[config.mk]
export PLATFORM = sky130hd
export DESIGN_NAME = dri_decode_rename
export DESIGN_NICKNAME = d
export VERILOG_FILES = /design/src/common/dri_pkg.sv /design/src/design/dri_decode_rename.sv
export SDC_FILE = /design/constraint.sdc
export NUM_CORES = 2
export LEC_CHECK = 0
export BUFFER_PORTS_ARGS = -buffer_cell sky130_fd_sc_hd__buf_2
export CORE_MARGIN = 10
export CORE_UTILIZATION = 40
export DETAILED_ROUTE_END_ITERATION = 10
export PLACE_DENSITY = 0.68
export SLEW_MARGIN = 20
export SYNTH_ARGS = -nofsm -noshare
export SYNTH_HDL_FRONTEND = slang
export SYNTH_SLANG_ARGS = --single-unit
[constraint.sdc]
create_clock -name clk -period 7.8 [get_ports clk]
set_input_delay 0.78 -clock clk [delete_from_list [all_inputs] [get_ports clk]]
set_output_delay 0.78 -clock clk [all_outputs]
set_load 0.02 [all_outputs]
[src/common/dri_pkg.sv]
package dri_pkg;
	localparam int SLOTS = 6;
	localparam int NRES = 7;
	localparam logic [3:0] MAX_PAIR_LEN = 4'hF;
	localparam logic [4:0] SP_ID = 5'h04;
	localparam logic [15:0] SP_STEP = 16'h0008;
	localparam int PAUSE_CYCLES = 64;
	localparam logic [6:0] PAUSE_COUNT = 7'(PAUSE_CYCLES);
	// resource class bit positions
	localparam int R_DIV = 0;
	localparam int R_MUL = 1;
	localparam int R_FPLD = 2;
	localparam int R_BR = 3;
	localparam int R_LDST = 4;
	localparam int R_LDALU = 5;
	localparam int R_ALU = 6;
	localparam logic [NRES-1:0][2:0] RES_LIMIT = {3'h4, 3'h3, 3'h3, 3'h2, 3'h2, 3'h2, 3'h1};
	// flag field positions
	localparam int F_CF = 0;
	localparam int F_ZF = 3;
	localparam logic [5:0] FLAGS_ZERO = 6'h00;
	localparam logic [5:0] FLAGS_ZF_ONLY = 6'h08;

	typedef enum logic [4:0] {
		OP_OTHER, OP_XOR, OP_SUB, OP_CMP, OP_SBB, OP_TEST, OP_ADD, OP_INC, OP_DEC,
		OP_OR, OP_AND, OP_SIMD_ZERO, OP_SIMD_ONES, OP_MOV, OP_JCC, OP_JCXZ,
		OP_PUSH, OP_POP, OP_CALL, OP_RET, OP_PAUSE
	} dri_opc_t;
	typedef enum logic [2:0] {FM_NONE, FM_RR, FM_RI, FM_RM, FM_MR, FM_MI} dri_form_t;
	typedef enum logic [1:0] {SPU_NONE, SPU_TRACKED_REF, SPU_OTHER_REF, SPU_OTHER_UPD} dri_spu_t;
	typedef enum logic [2:0] {ID_NONE, ID_ZERO, ID_CMP_SELF, ID_SBB_CARRY, ID_ONES} dri_idiom_t;

	typedef struct packed {
		dri_opc_t opc;
		dri_form_t form;
		logic [4:0] dst;
		logic [4:0] src_a;
		logic [4:0] src_b;
		logic [3:0] len;
		logic has_imm;
		logic has_disp;
		logic rip_rel;
		logic cc_uses_cf;
		logic [3:0] cond;
		logic [15:0] imm16;
		dri_spu_t sp_use;
		logic [NRES-1:0] res;
	} dri_instr_t;

	typedef struct packed {
		logic valid;
		dri_opc_t opc;
		logic [4:0] dst;
		logic [4:0] src_a;
		logic [4:0] src_b;
		logic dep_a;
		logic dep_b;
		dri_idiom_t idiom;
		logic [5:0] flags;
		logic zero_lat;
		logic fused;
		logic [3:0] cond;
		logic [15:0] sp_delta;
		logic sp_sync;
		logic [NRES-1:0] res;
	} dri_mop_t;
endpackage

[src/design/dri_decode_rename.sv]
`timescale 1ns/1ps
module dri_decode_rename (
	// clock and reset
	input wire logic clk,
	input wire logic reset,
	// decoded instruction stream in
	input wire logic in_valid,
	input wire dri_pkg::dri_instr_t in_instr,
	input wire logic in_flush,
	output logic in_ready,
	// dispatch group out
	output logic grp_valid,
	output dri_pkg::dri_mop_t [dri_pkg::SLOTS-1:0] grp_slots,
	output logic [2:0] grp_count,
	input wire logic grp_ready,
	// status
	output logic pause_active,
	output logic sp_tracked
);
	////////////////////////////////////////////////////////////////////////////
	typedef struct packed {
		logic in_ready;
		logic inq_v;
		dri_pkg::dri_instr_t inq;
		logic pend_v;
		dri_pkg::dri_instr_t pend;
		dri_pkg::dri_mop_t [dri_pkg::SLOTS-1:0] bld;
		logic [2:0] bld_n;
		logic [dri_pkg::NRES-1:0][2:0] bld_cnt;
		logic bld_pause;
		logic out_v;
		dri_pkg::dri_mop_t [dri_pkg::SLOTS-1:0] out;
		logic [2:0] out_n;
		logic out_pause;
		logic [6:0] pause_cnt;
		logic pause_on;
		logic sp_trk;
		logic [15:0] sp_delta;
	} dri_state_t;

	dri_state_t st_reg;
	dri_state_t st_next;

	////////////////////////////////////////////////////////////////////////////
	function automatic logic is_writer(input dri_pkg::dri_opc_t o);
		return o inside {dri_pkg::OP_CMP, dri_pkg::OP_TEST, dri_pkg::OP_SUB, dri_pkg::OP_ADD,
			dri_pkg::OP_INC, dri_pkg::OP_DEC, dri_pkg::OP_OR, dri_pkg::OP_AND,
			dri_pkg::OP_XOR};
	endfunction

	function automatic logic can_fuse(input dri_pkg::dri_instr_t w, input dri_pkg::dri_instr_t b);
		logic form_ok;
		logic [4:0] pair_len;
		form_ok = w.form inside {dri_pkg::FM_RR, dri_pkg::FM_RI, dri_pkg::FM_RM};
		if ((w.opc == dri_pkg::OP_CMP || w.opc == dri_pkg::OP_TEST) &&
			(w.form inside {dri_pkg::FM_MR, dri_pkg::FM_MI})) begin
			form_ok = 1'b1;
		end
		pair_len = {1'b0, w.len} + {1'b0, b.len};
		can_fuse = is_writer(w.opc) && form_ok &&
			b.opc == dri_pkg::OP_JCC &&
			!((w.opc == dri_pkg::OP_INC || w.opc == dri_pkg::OP_DEC) && b.cc_uses_cf) &&
			!(w.has_imm && w.has_disp) &&
			!w.rip_rel &&
			pair_len <= {1'b0, dri_pkg::MAX_PAIR_LEN};
	endfunction

	////////////////////////////////////////////////////////////////////////////
	// emission choice and rename
	logic fuse;
	logic emit_v;
	logic consume_inq;
	logic emit_clears_pend;
	dri_pkg::dri_instr_t ei;
	dri_pkg::dri_mop_t mop;
	dri_pkg::dri_mop_t sync_mop;
	logic need_sync;
	logic [1:0] n_emit;
	logic new_trk;
	logic [15:0] new_delta;
	logic same_src;
	logic reg_form;
	logic sp_supported_upd;
	logic sp_unsupported;
	logic [dri_pkg::NRES-1:0][1:0] add_cnt;
	logic fits;
	logic close_req;
	logic out_free;

	always_comb begin
		fuse = st_reg.pend_v && st_reg.inq_v && can_fuse(st_reg.pend, st_reg.inq);
		emit_v = st_reg.pend_v && (st_reg.inq_v || in_flush);
		consume_inq = st_reg.inq_v;
		emit_clears_pend = fuse || !st_reg.inq_v;
		ei = st_reg.pend;

		reg_form = ei.form == dri_pkg::FM_RR;
		same_src = reg_form && (ei.src_a == ei.src_b);

		mop = '0;
		mop.valid = 1'b1;
		mop.opc = ei.opc;
		mop.dst = ei.dst;
		mop.src_a = ei.src_a;
		mop.src_b = ei.src_b;
		mop.dep_a = 1'b1;
		mop.dep_b = ei.form != dri_pkg::FM_RI && ei.form != dri_pkg::FM_MI;
		mop.idiom = dri_pkg::ID_NONE;
		mop.cond = ei.cond;
		mop.res = ei.res;
		if (ei.res[dri_pkg::R_LDALU]) begin
			mop.res[dri_pkg::R_ALU] = 1'b1;
		end
		if (fuse) begin
			mop.fused = 1'b1;
			mop.cond = st_reg.inq.cond;
			mop.res[dri_pkg::R_BR] = 1'b1;
		end

		if (same_src) begin
			case (ei.opc)
				dri_pkg::OP_XOR, dri_pkg::OP_SUB: begin
					mop.idiom = dri_pkg::ID_ZERO;
					mop.flags = dri_pkg::FLAGS_ZERO;
					mop.zero_lat = 1'b1;
				end
				dri_pkg::OP_CMP: begin
					mop.idiom = dri_pkg::ID_CMP_SELF;
					mop.flags = dri_pkg::FLAGS_ZF_ONLY;
					mop.zero_lat = 1'b1;
				end
				dri_pkg::OP_SBB: begin
					mop.idiom = dri_pkg::ID_SBB_CARRY;
				end
				dri_pkg::OP_SIMD_ZERO: begin
					mop.idiom = dri_pkg::ID_ZERO;
					mop.zero_lat = 1'b1;
				end
				dri_pkg::OP_SIMD_ONES: begin
					mop.idiom = dri_pkg::ID_ONES;
					mop.zero_lat = 1'b1;
				end
				default: begin
				end
			endcase
			if (mop.idiom != dri_pkg::ID_NONE) begin
				// register contents are never read; sbb still reads the carry
				mop.dep_a = 1'b0;
				mop.dep_b = 1'b0;
			end
		end
		if (ei.opc == dri_pkg::OP_MOV && reg_form) begin
			mop.zero_lat = 1'b1;
			mop.res = '0;
		end

		// stack pointer tracking
		new_trk = st_reg.sp_trk;
		new_delta = st_reg.sp_delta;
		sp_supported_upd = 1'b0;
		sp_unsupported = ei.sp_use inside {dri_pkg::SPU_OTHER_REF, dri_pkg::SPU_OTHER_UPD};
		case (ei.opc)
			dri_pkg::OP_PUSH: begin
				if (reg_form && ei.src_a == dri_pkg::SP_ID) begin
					sp_unsupported = 1'b1;
				end else begin
					sp_supported_upd = 1'b1;
				end
			end
			dri_pkg::OP_POP: begin
				if (ei.form == dri_pkg::FM_RR && ei.dst == dri_pkg::SP_ID) begin
					sp_unsupported = 1'b1;
				end else begin
					sp_supported_upd = 1'b1;
				end
			end
			dri_pkg::OP_CALL, dri_pkg::OP_RET: begin
				sp_supported_upd = 1'b1;
			end
			default: begin
			end
		endcase
		need_sync = sp_unsupported && st_reg.sp_trk;
		sync_mop = '0;
		sync_mop.valid = 1'b1;
		sync_mop.opc = dri_pkg::OP_OTHER;
		sync_mop.dst = dri_pkg::SP_ID;
		sync_mop.src_a = dri_pkg::SP_ID;
		sync_mop.dep_a = 1'b1;
		sync_mop.sp_delta = st_reg.sp_delta;
		sync_mop.sp_sync = 1'b1;
		sync_mop.res[dri_pkg::R_ALU] = 1'b1;
		if (sp_unsupported) begin
			new_trk = 1'b0;
			new_delta = '0;
		end else if (sp_supported_upd) begin
			// no read of the architectural stack pointer register
			mop.sp_delta = st_reg.sp_delta;
			mop.dep_a = ei.opc == dri_pkg::OP_PUSH && ei.form == dri_pkg::FM_RR;
			new_trk = 1'b1;
			case (ei.opc)
				dri_pkg::OP_PUSH, dri_pkg::OP_CALL: begin
					new_delta = st_reg.sp_delta - dri_pkg::SP_STEP;
				end
				dri_pkg::OP_RET: begin
					new_delta = st_reg.sp_delta + dri_pkg::SP_STEP + ei.imm16;
				end
				default: begin
					new_delta = st_reg.sp_delta + dri_pkg::SP_STEP;
				end
			endcase
		end else if (ei.sp_use == dri_pkg::SPU_TRACKED_REF) begin
			mop.sp_delta = st_reg.sp_delta;
		end
		n_emit = need_sync ? 2'h2 : 2'h1;

		// window accounting for the group being built
		for (int i = 0; i < dri_pkg::NRES; i++) begin
			add_cnt[i] = {1'b0, mop.res[i]} + (need_sync ? {1'b0, sync_mop.res[i]} : 2'h0);
		end
		fits = !st_reg.bld_pause &&
			({1'b0, st_reg.bld_n} + {2'b0, n_emit} <= 4'(dri_pkg::SLOTS));
		for (int i = 0; i < dri_pkg::NRES; i++) begin
			if ({1'b0, st_reg.bld_cnt[i]} + {2'b0, add_cnt[i]} > {1'b0, dri_pkg::RES_LIMIT[i]}) begin
				fits = 1'b0;
			end
		end

		close_req = st_reg.bld_n != 3'h0 &&
			((emit_v && !fits) || st_reg.bld_pause || st_reg.bld_n == 3'(dri_pkg::SLOTS) ||
			(in_flush && !st_reg.inq_v && !st_reg.pend_v));

		////////////////////////////////////////////////////////////////////////
		st_next = st_reg;

		// output group handshake and pause hold-off
		if (st_reg.pause_cnt != 7'h00) begin
			st_next.pause_cnt = st_reg.pause_cnt - 7'h01;
		end
		if (st_reg.out_v && grp_ready) begin
			st_next.out_v = 1'b0;
			if (st_reg.out_pause) begin
				st_next.pause_cnt = dri_pkg::PAUSE_COUNT;
			end
		end
		// registered copy so the status pin comes from a flop
		st_next.pause_on = st_next.pause_cnt != 7'h00;
		out_free = !st_next.out_v && st_reg.pause_cnt == 7'h00;

		if (close_req) begin
			if (out_free) begin
				st_next.out_v = 1'b1;
				st_next.out = st_reg.bld;
				st_next.out_n = st_reg.bld_n;
				st_next.out_pause = st_reg.bld_pause;
				st_next.bld = '0;
				st_next.bld_n = 3'h0;
				st_next.bld_cnt = '0;
				st_next.bld_pause = 1'b0;
			end
		end else if (emit_v && fits) begin
			if (need_sync) begin
				st_next.bld[st_reg.bld_n] = sync_mop;
				st_next.bld[st_reg.bld_n + 3'h1] = mop;
			end else begin
				st_next.bld[st_reg.bld_n] = mop;
			end
			st_next.bld_n = st_reg.bld_n + {1'b0, n_emit};
			for (int i = 0; i < dri_pkg::NRES; i++) begin
				st_next.bld_cnt[i] = st_reg.bld_cnt[i] + {1'b0, add_cnt[i]};
			end
			st_next.bld_pause = ei.opc == dri_pkg::OP_PAUSE;
			st_next.sp_trk = new_trk;
			st_next.sp_delta = new_delta;
			if (emit_clears_pend) begin
				st_next.pend_v = 1'b0;
			end else begin
				st_next.pend = st_reg.inq;
			end
			if (consume_inq) begin
				st_next.inq_v = 1'b0;
			end
		end else if (st_reg.inq_v && !st_reg.pend_v) begin
			st_next.pend_v = 1'b1;
			st_next.pend = st_reg.inq;
			st_next.inq_v = 1'b0;
		end

		// input stage: in_ready is registered, so a single holding entry
		if (st_reg.in_ready && in_valid) begin
			st_next.inq_v = 1'b1;
			st_next.inq = in_instr;
		end
		st_next.in_ready = !st_next.inq_v;

		if (reset) begin
			st_next = '0;
		end
	end

	always_ff @(posedge clk) begin
		st_reg <= st_next;
	end

	////////////////////////////////////////////////////////////////////////////
	assign in_ready = st_reg.in_ready;
	assign grp_valid = st_reg.out_v;
	assign grp_slots = st_reg.out;
	assign grp_count = st_reg.out_n;
	assign pause_active = st_reg.pause_on;
	assign sp_tracked = st_reg.sp_trk;
endmodule // dri_decode_rename

== Word-level counts from Yosys, hierarchy flattened ==
Index checks and enable logic that the tools add are counted.

* Logic and storage cells: 428
* Register bits after elaboration: 921

* Reduce and logical (&&, ||, !) cells: 68
* Order comparisons: 13
* Bitwise operators: 1
* Eq/ne operators: 36
* Add/sub/neg operators: 23
* Muxes and demuxes: 61

{| class="wikitable"
|+ Operators with widths
! kind !! count
|-
| $bwmux W372 || 3
|-
| $mux W397 || 2
|-
| $mux W774 || 1
|-
| $mux W377 || 1
|-
| $demux W62 S3 || 2
|-
| $mux W372 || 1
|-
| $mux W61 || 3
|-
| $mux W62 || 2
|-
| $mux W16 || 5
|-
| $mux W60 || 1
|-
| $eq A5 B4 Y1 const B || 7
|-
| $pmux W16 S2 || 1
|-
| $logic_and A1 B1 Y1 || 31
|-
| $eq A5 B3 Y1 const B || 6
|-
| $mux W7 || 4
|-
| $mux W1 || 26
|-
| $eq A5 B5 Y1 const B || 5
|-
| $add A3 B1 Y4 || 6
|-
| $gt A4 B2 Y1 const B || 5
|-
| $add A3 B1 Y3 || 6
|-
| $add A16 B16 Y16 || 1
|-
| $add A16 B4 Y16 const B || 1
|-
| $sub A16 B4 Y16 const B || 1
|-
| $reduce_bool A7 Y1 || 2
|-
| other kinds (44) || 79
|}

== Logic depth before layout (Yosys ltp) ==
* Word-level depth: 31
* Mapped depth: 23
* Mapped depth without buffers: 18

== Worst setup path before layout ==
No wires, ideal clock.

* Kind: reg2reg
* From: register st_reg (netlist bit ei[51])
* To: register st_reg[545] (netlist name)
* Clock period less this slack: 5.014 ns
* Path slack: 2.786 ns
* Path buffers: 6
* Cell stages (with the launch flop): 23
* Arrival: 4.943 ns
* Cell sequence: dfxtp_1 > buf_6 > or4b_4 > nor3_4 > o2111ai_2 > and2_1 > buf_6 > inv_1 > buf_2 > ha_1 > ha_1 > inv_1 > fa_1 > nand2b_1 > a221oi_2 > o2111a_1 > and3_1 > buf_2 > buf_2 > nand2_1 > or3_4 > buf_6 > o21ai_1

* Cells in the longest elaborated chain, start to end: 24

{| class="wikitable"
|+ Ends and longest elaborated chain
! item !! RTL line !! text
|-
| start, declared || dri_decode_rename.sv:41 || <nowiki>dri_state_t st_reg;</nowiki>
|-
| start signal, assigned || dri_decode_rename.sv:302 || <nowiki>st_reg <= st_next;</nowiki>
|-
| $eq A5 B3 Y1 * || dri_decode_rename.sv:171 || <nowiki>if (ei.form == dri_pkg::FM_RR && ei.dst == dri_pkg::SP_ID) begin</nowiki>
|-
| $logic_and A1 B1 Y1 * || dri_decode_rename.sv:171 ||
|-
| $mux W1 * || dri_decode_rename.sv:171 ||
|-
| $pmux W1 S2 * || dri_decode_rename.sv:162 || <nowiki>case (ei.opc)</nowiki>
|-
| $logic_and A1 B1 Y1 * || dri_decode_rename.sv:183 || <nowiki>need_sync = sp_unsupported && st_reg.sp_trk;</nowiki>
|-
| $mux W2 || dri_decode_rename.sv:215 || <nowiki>n_emit = need_sync ? 2'h2 : 2'h1;</nowiki>
|-
| $add A3 B2 Y4 || dri_decode_rename.sv:222 || <nowiki>({1'b0, st_reg.bld_n} + {2'b0, n_emit} <= 4'(dri_pkg::SLOTS));</nowiki>
|-
| $le A4 B3 Y1 || dri_decode_rename.sv:222 ||
|-
| $logic_and A1 B1 Y1 || dri_decode_rename.sv:221 || <nowiki>fits = !st_reg.bld_pause &&</nowiki>
|-
| $mux W1 (7 in a row) || dri_decode_rename.sv:224 || <nowiki>if ({1'b0, st_reg.bld_cnt[i]} + {2'b0, add_cnt[i]} > {1'b0, dri_pkg::RES_LIMIT[i]}) begin</nowiki>
|-
| $logic_not A1 Y1 || dri_decode_rename.sv:230 || <nowiki>((emit_v && !fits) || st_reg.bld_pause || st_reg.bld_n == 3'(dri_pkg::SLOTS) ||</nowiki>
|-
| $logic_and A1 B1 Y1 || dri_decode_rename.sv:230 ||
|-
| $logic_or A1 B1 Y1 (3 in a row) || dri_decode_rename.sv:230 ||
|-
| $logic_and A1 B1 Y1 || dri_decode_rename.sv:229 || <nowiki>close_req = st_reg.bld_n != 3'h0 &&</nowiki>
|-
| $ne A2 B1 Y1 (no source line) or $reduce_bool A2 Y1 (tied branches) || -- ||
|-
| $reduce_and A2 Y1 (no source line) || -- ||
|}

Mark *: on every way between the ends. The rest lies on a longest branch, timed or not. The select of a mux whose other input is x is not followed.
A chain may end at the register's enable or synchronous reset.

== Worst setup path after layout ==
* From: register st_reg (netlist bit ei[59])
* To: register st_reg (netlist bit grp_slots[54])

* Cells in the longest elaborated chain, start to end: 26

{| class="wikitable"
|+ Ends and longest elaborated chain
! item !! RTL line !! text
|-
| $eq A5 B2 Y1 or $eq A5 B3 Y1 (tied branches) || dri_decode_rename.sv:46, dri_decode_rename.sv:55 ||
|-
| $logic_or A1 B1 Y1 || dri_decode_rename.sv:55 || <nowiki>if ((w.opc == dri_pkg::OP_CMP || w.opc == dri_pkg::OP_TEST) &&</nowiki>
|-
| $logic_and A1 B1 Y1 || dri_decode_rename.sv:55 ||
|-
| $mux W1 || dri_decode_rename.sv:55 ||
|-
| $logic_and A1 B1 Y1 (2 in a row) || dri_decode_rename.sv:60 || <nowiki>can_fuse = is_writer(w.opc) && form_ok &&</nowiki>
|-
| $logic_and A1 B1 Y1 || dri_decode_rename.sv:61 || <nowiki>b.opc == dri_pkg::OP_JCC &&</nowiki>
|-
| $logic_and A1 B1 Y1 || dri_decode_rename.sv:62 || <nowiki>!((w.opc == dri_pkg::OP_INC || w.opc == dri_pkg::OP_DEC) && b.cc_uses_cf) &&</nowiki>
|-
| $logic_and A1 B1 Y1 || dri_decode_rename.sv:63 || <nowiki>!(w.has_imm && w.has_disp) &&</nowiki>
|-
| [... 5 more ...] || -- ||
|-
| $gt A4 B2 Y1 || dri_decode_rename.sv:224 ||
|-
| $mux W1 (3 in a row) || dri_decode_rename.sv:224 ||
|-
| $mux W1 * || dri_decode_rename.sv:224 ||
|-
| $logic_not A1 Y1 * || dri_decode_rename.sv:230 ||
|-
| $logic_and A1 B1 Y1 * || dri_decode_rename.sv:230 ||
|-
| $logic_or A1 B1 Y1 * (3 in a row) || dri_decode_rename.sv:230 ||
|-
| $logic_and A1 B1 Y1 * || dri_decode_rename.sv:229 ||
|-
| $reduce_and A2 Y1 (no source line) * || -- ||
|}

Mark *: on every way between the ends. The rest lies on a longest branch, timed or not.

==> flow_metrics.tcl <==
set metrics [dict create \
    dp_hpwl_mm 85.9 \
    synth-seq-cells 921 \
    status "complete, no violations" \
    dr.pass1.iters 5 \
    worstMarginPinSlew_ns 1.11 \
    antenna_left 0 \
    synth-adder-area-share_pct 1.61 \
    cts_setup_buffers 0 \
    finalSetupViolCount 0 \
    antenna_found_initial 21 \
    worst_ir_drop_vdd_mv 0.161 \
    cts_resized 0 \
    core_region_area_um2 93300 \
    drive_gt1_share_pct 18.0 \
    path_clk_slew_ns 0.06 \
    avgSynthCellArea_um2 8.58 \
    overflow 0 \
    critPathLaunchType "flop" \
    critPathSlowestCell "dfxtp_1" \
    max_cap_viol_count 0 \
    synthDistinctLibCells 97 \
    port_buffers 443 \
    grt_pass1_vias 27757 \
    synthSimpleGateAreaFrac_pct 18.1 \
    synthToLayoutAreaGrowth_pct 9.85 \
    wl_per_cell_um 22.7 \
    finish.net_count 4420 \
    vias 30009 \
    initial_core_util_pct 40.3 \
    clock_sinks 921 \
    via_per_inst 5.31 \
    path_delay_family "simple AND/OR/NAND/NOR gates" \
    htree_levels 3 \
    synth_edf_count 0 \
    n_fill_cell 9348 \
    fin_tns_setup_ns 0 \
    drt-total-wl_mm 128 \
    largest_reg_flops 482 \
    drtIter0Drc 2915 \
    cts_hold_buf 0 \
    row_count 112 \
    fin_crit_ns 7.18 \
    utilization_pct 44.3 \
    max_freq_ghz 0.139 \
    cts_root_buffer "clkbuf_16" \
    hold_start "in_instr[48]" \
    worstPathMaxFanout 109 \
    die_y_um 327 \
    grt_setup_unrepaired "false" \
    synth_top_family_by_area "simple AND/OR/NAND/NOR gates" \
    numCtsBuffers 96 \
    grt_max_degree 130 \
    async_reset_ff_share_pct 0 \
    synth_compound_area_share_pct 16.9 \
    synth_cells 4384 \
    synth_mux_area_share_pct 1.70 \
    layout_common_cells "nand2_1, dfxtp_1, a21oi_1" \
    reg2reg_from "ei[59]$_SDFFE_PP0P_" \
    hold_path.class "input pin to flop" \
    syn_area_um2 37600 \
    ys_warn_count 0 \
    power.leakage_nw 15.7 \
    fin_skew_ns 0.0315 \
    synth_seq_area_share_pct 49.0 \
    cp.arrival_ns 7.67 \
    die_w_um 327 \
    clockBufferDepth 3 \
    timing_hold_violations_final 0 \
    end_kind "flop" \
    cts_tree "yes" \
    grt_pass1_wl_mm 187 \
    worst-path-buf-inv 4 \
    power.density_nw_per_um2 245 \
    post-route-period-util_pct 92.0 \
    clk-insertion-delay-late_ns 0.68 \
    gp_congestion 0.890 \
    io_pins 444 \
    crit_path_cell_trace "nor3b_2 > o2111ai_2 > and2_1 > inv_1 > ha_1 > ha_1 > inv_1 > fa_1 > nand2b_1 > a21oi_1 > o2111ai_1 > o21a_1 > buf_4 > nand2_4 > buf_12 > nand2_1 > a21oi_1" \
    drv_slew 0 \
    synth-xor-area-share_pct 1.02 \
    dieArea_um2 107000 \
    synthesis.nets 4495 \
    layout_commonest_cell "nand2_1" \
    cpPeakStageDelay_ns 0.99 \
    relSlewSlack_pct 24.8 \
    cp-startpoint "ei[59]$_SDFFE_PP0P_" \
    critPathRequiredTime_ns 8.29 \
    drc 0 \
    ys.flop_type "dfxtp_1" \
    path_class "flop to flop" \
    grt_use_total_pct 22.9 \
]
## metrics by stage
step / power [mW] / cell area [um^2] / instances / hold slack [ns] / setup slack (ns)
CTS: 10.2 / 41300 / 5645 / 0.303 / 0.794
floorplan: 5.17 / 37600 / 4384 / 0.420 / 2.79
finish: 10.1 / 41300 / 5648 / 0.332 / 0.622
global placement: 5.31 / 37900 / 5465 / 0.435 / 0.923
detailed placement: 5.32 / 37900 / 5465 / 0.438 / 0.847
global route: 10.4 / 41300 / 5646 / 0.335 / 0.288
## synthesized netlist by cell type (42+ instances only)
cell type / count / share of area, %
nand2_1: 1138 / 11
dfxtp_1: 921 / 49
a21oi_1: 543 / 7.2
buf_4: 382 / 7.6
clkbuf_1: 182 / 1.8
nor2_1: 121 / 1.2
nand3_1: 116 / 1.5
a22o_1: 108 / 2.5
buf_2: 98 / 1.3
o31ai_1: 83 / 1.7
o21ai_0: 76 / 1.0
mux2i_1: 64 / 1.7
o21ai_1: 52 / 0.69
and2_1: 48 / 0.80
ha_1: 42 / 1.4
## layout make-up
type	count	area, um^2	share of cell area, %
Antenna cell	3	7.51	0.0182
Clock inverter	40	543	1.31
Inverter	27	103	0.248
Clock buffer	140	2870	6.95
Tap cell	1254	1570	3.80
Timing Repair Buffer	511	2810	6.81
Sequential cell	921	18400	44.7
Multi-Input combinational cell	2752	15000	36.2
## per-layer routing
metal  share of wire, %  global-route usage [%]
met2                 45                    36.5
met1                 42                    29.5
met5              0.039                       0
met3                8.5                    5.73
met4                4.1                    9.14
## cells by family after synthesis
family          count (synthesis)
simple gates                 1582
mux                            64
buf+inv                       711
compound gates               1016
flops                         921
xor+xnor                       44
fa+ha+maj                      46
## tightest hold or removal path, cell delays in order
cell	delay [ns]
buf_2	0.09
nand2_1	0.04
a21oi_1	0.05
## worst paths after layout
| path | end | slack [ns] | depth (start not counted) |
|---|---|---|---|
| setup / recovery | grp_slots[54]$_SDFFE_PP0P_ | 0.62 | 17 |
| hold / removal | st_reg[908]$_SDFFE_PP0P_ | 0.33 | 3 |
| setup reg to reg | grp_slots[54]$_SDFFE_PP0P_ | 0.62 | 17 |
| hold reg to reg | grp_slots[8]$_SDFFE_PP0P_ | 0.43 | 2 |
## power by group
part / total, mW / internal, mW / switching, mW / leakage, nW
combinational: 0.443 / 0.119 / 0.324 / 6.56
clock: 4.90 / 2.90 / 2.00 / 1.68
sequential: 4.78 / 4.74 / 0.0350 / 7.42
total: 10.1 / 7.76 / 2.36 / 15.7
(Power assumes the default switching activity.)
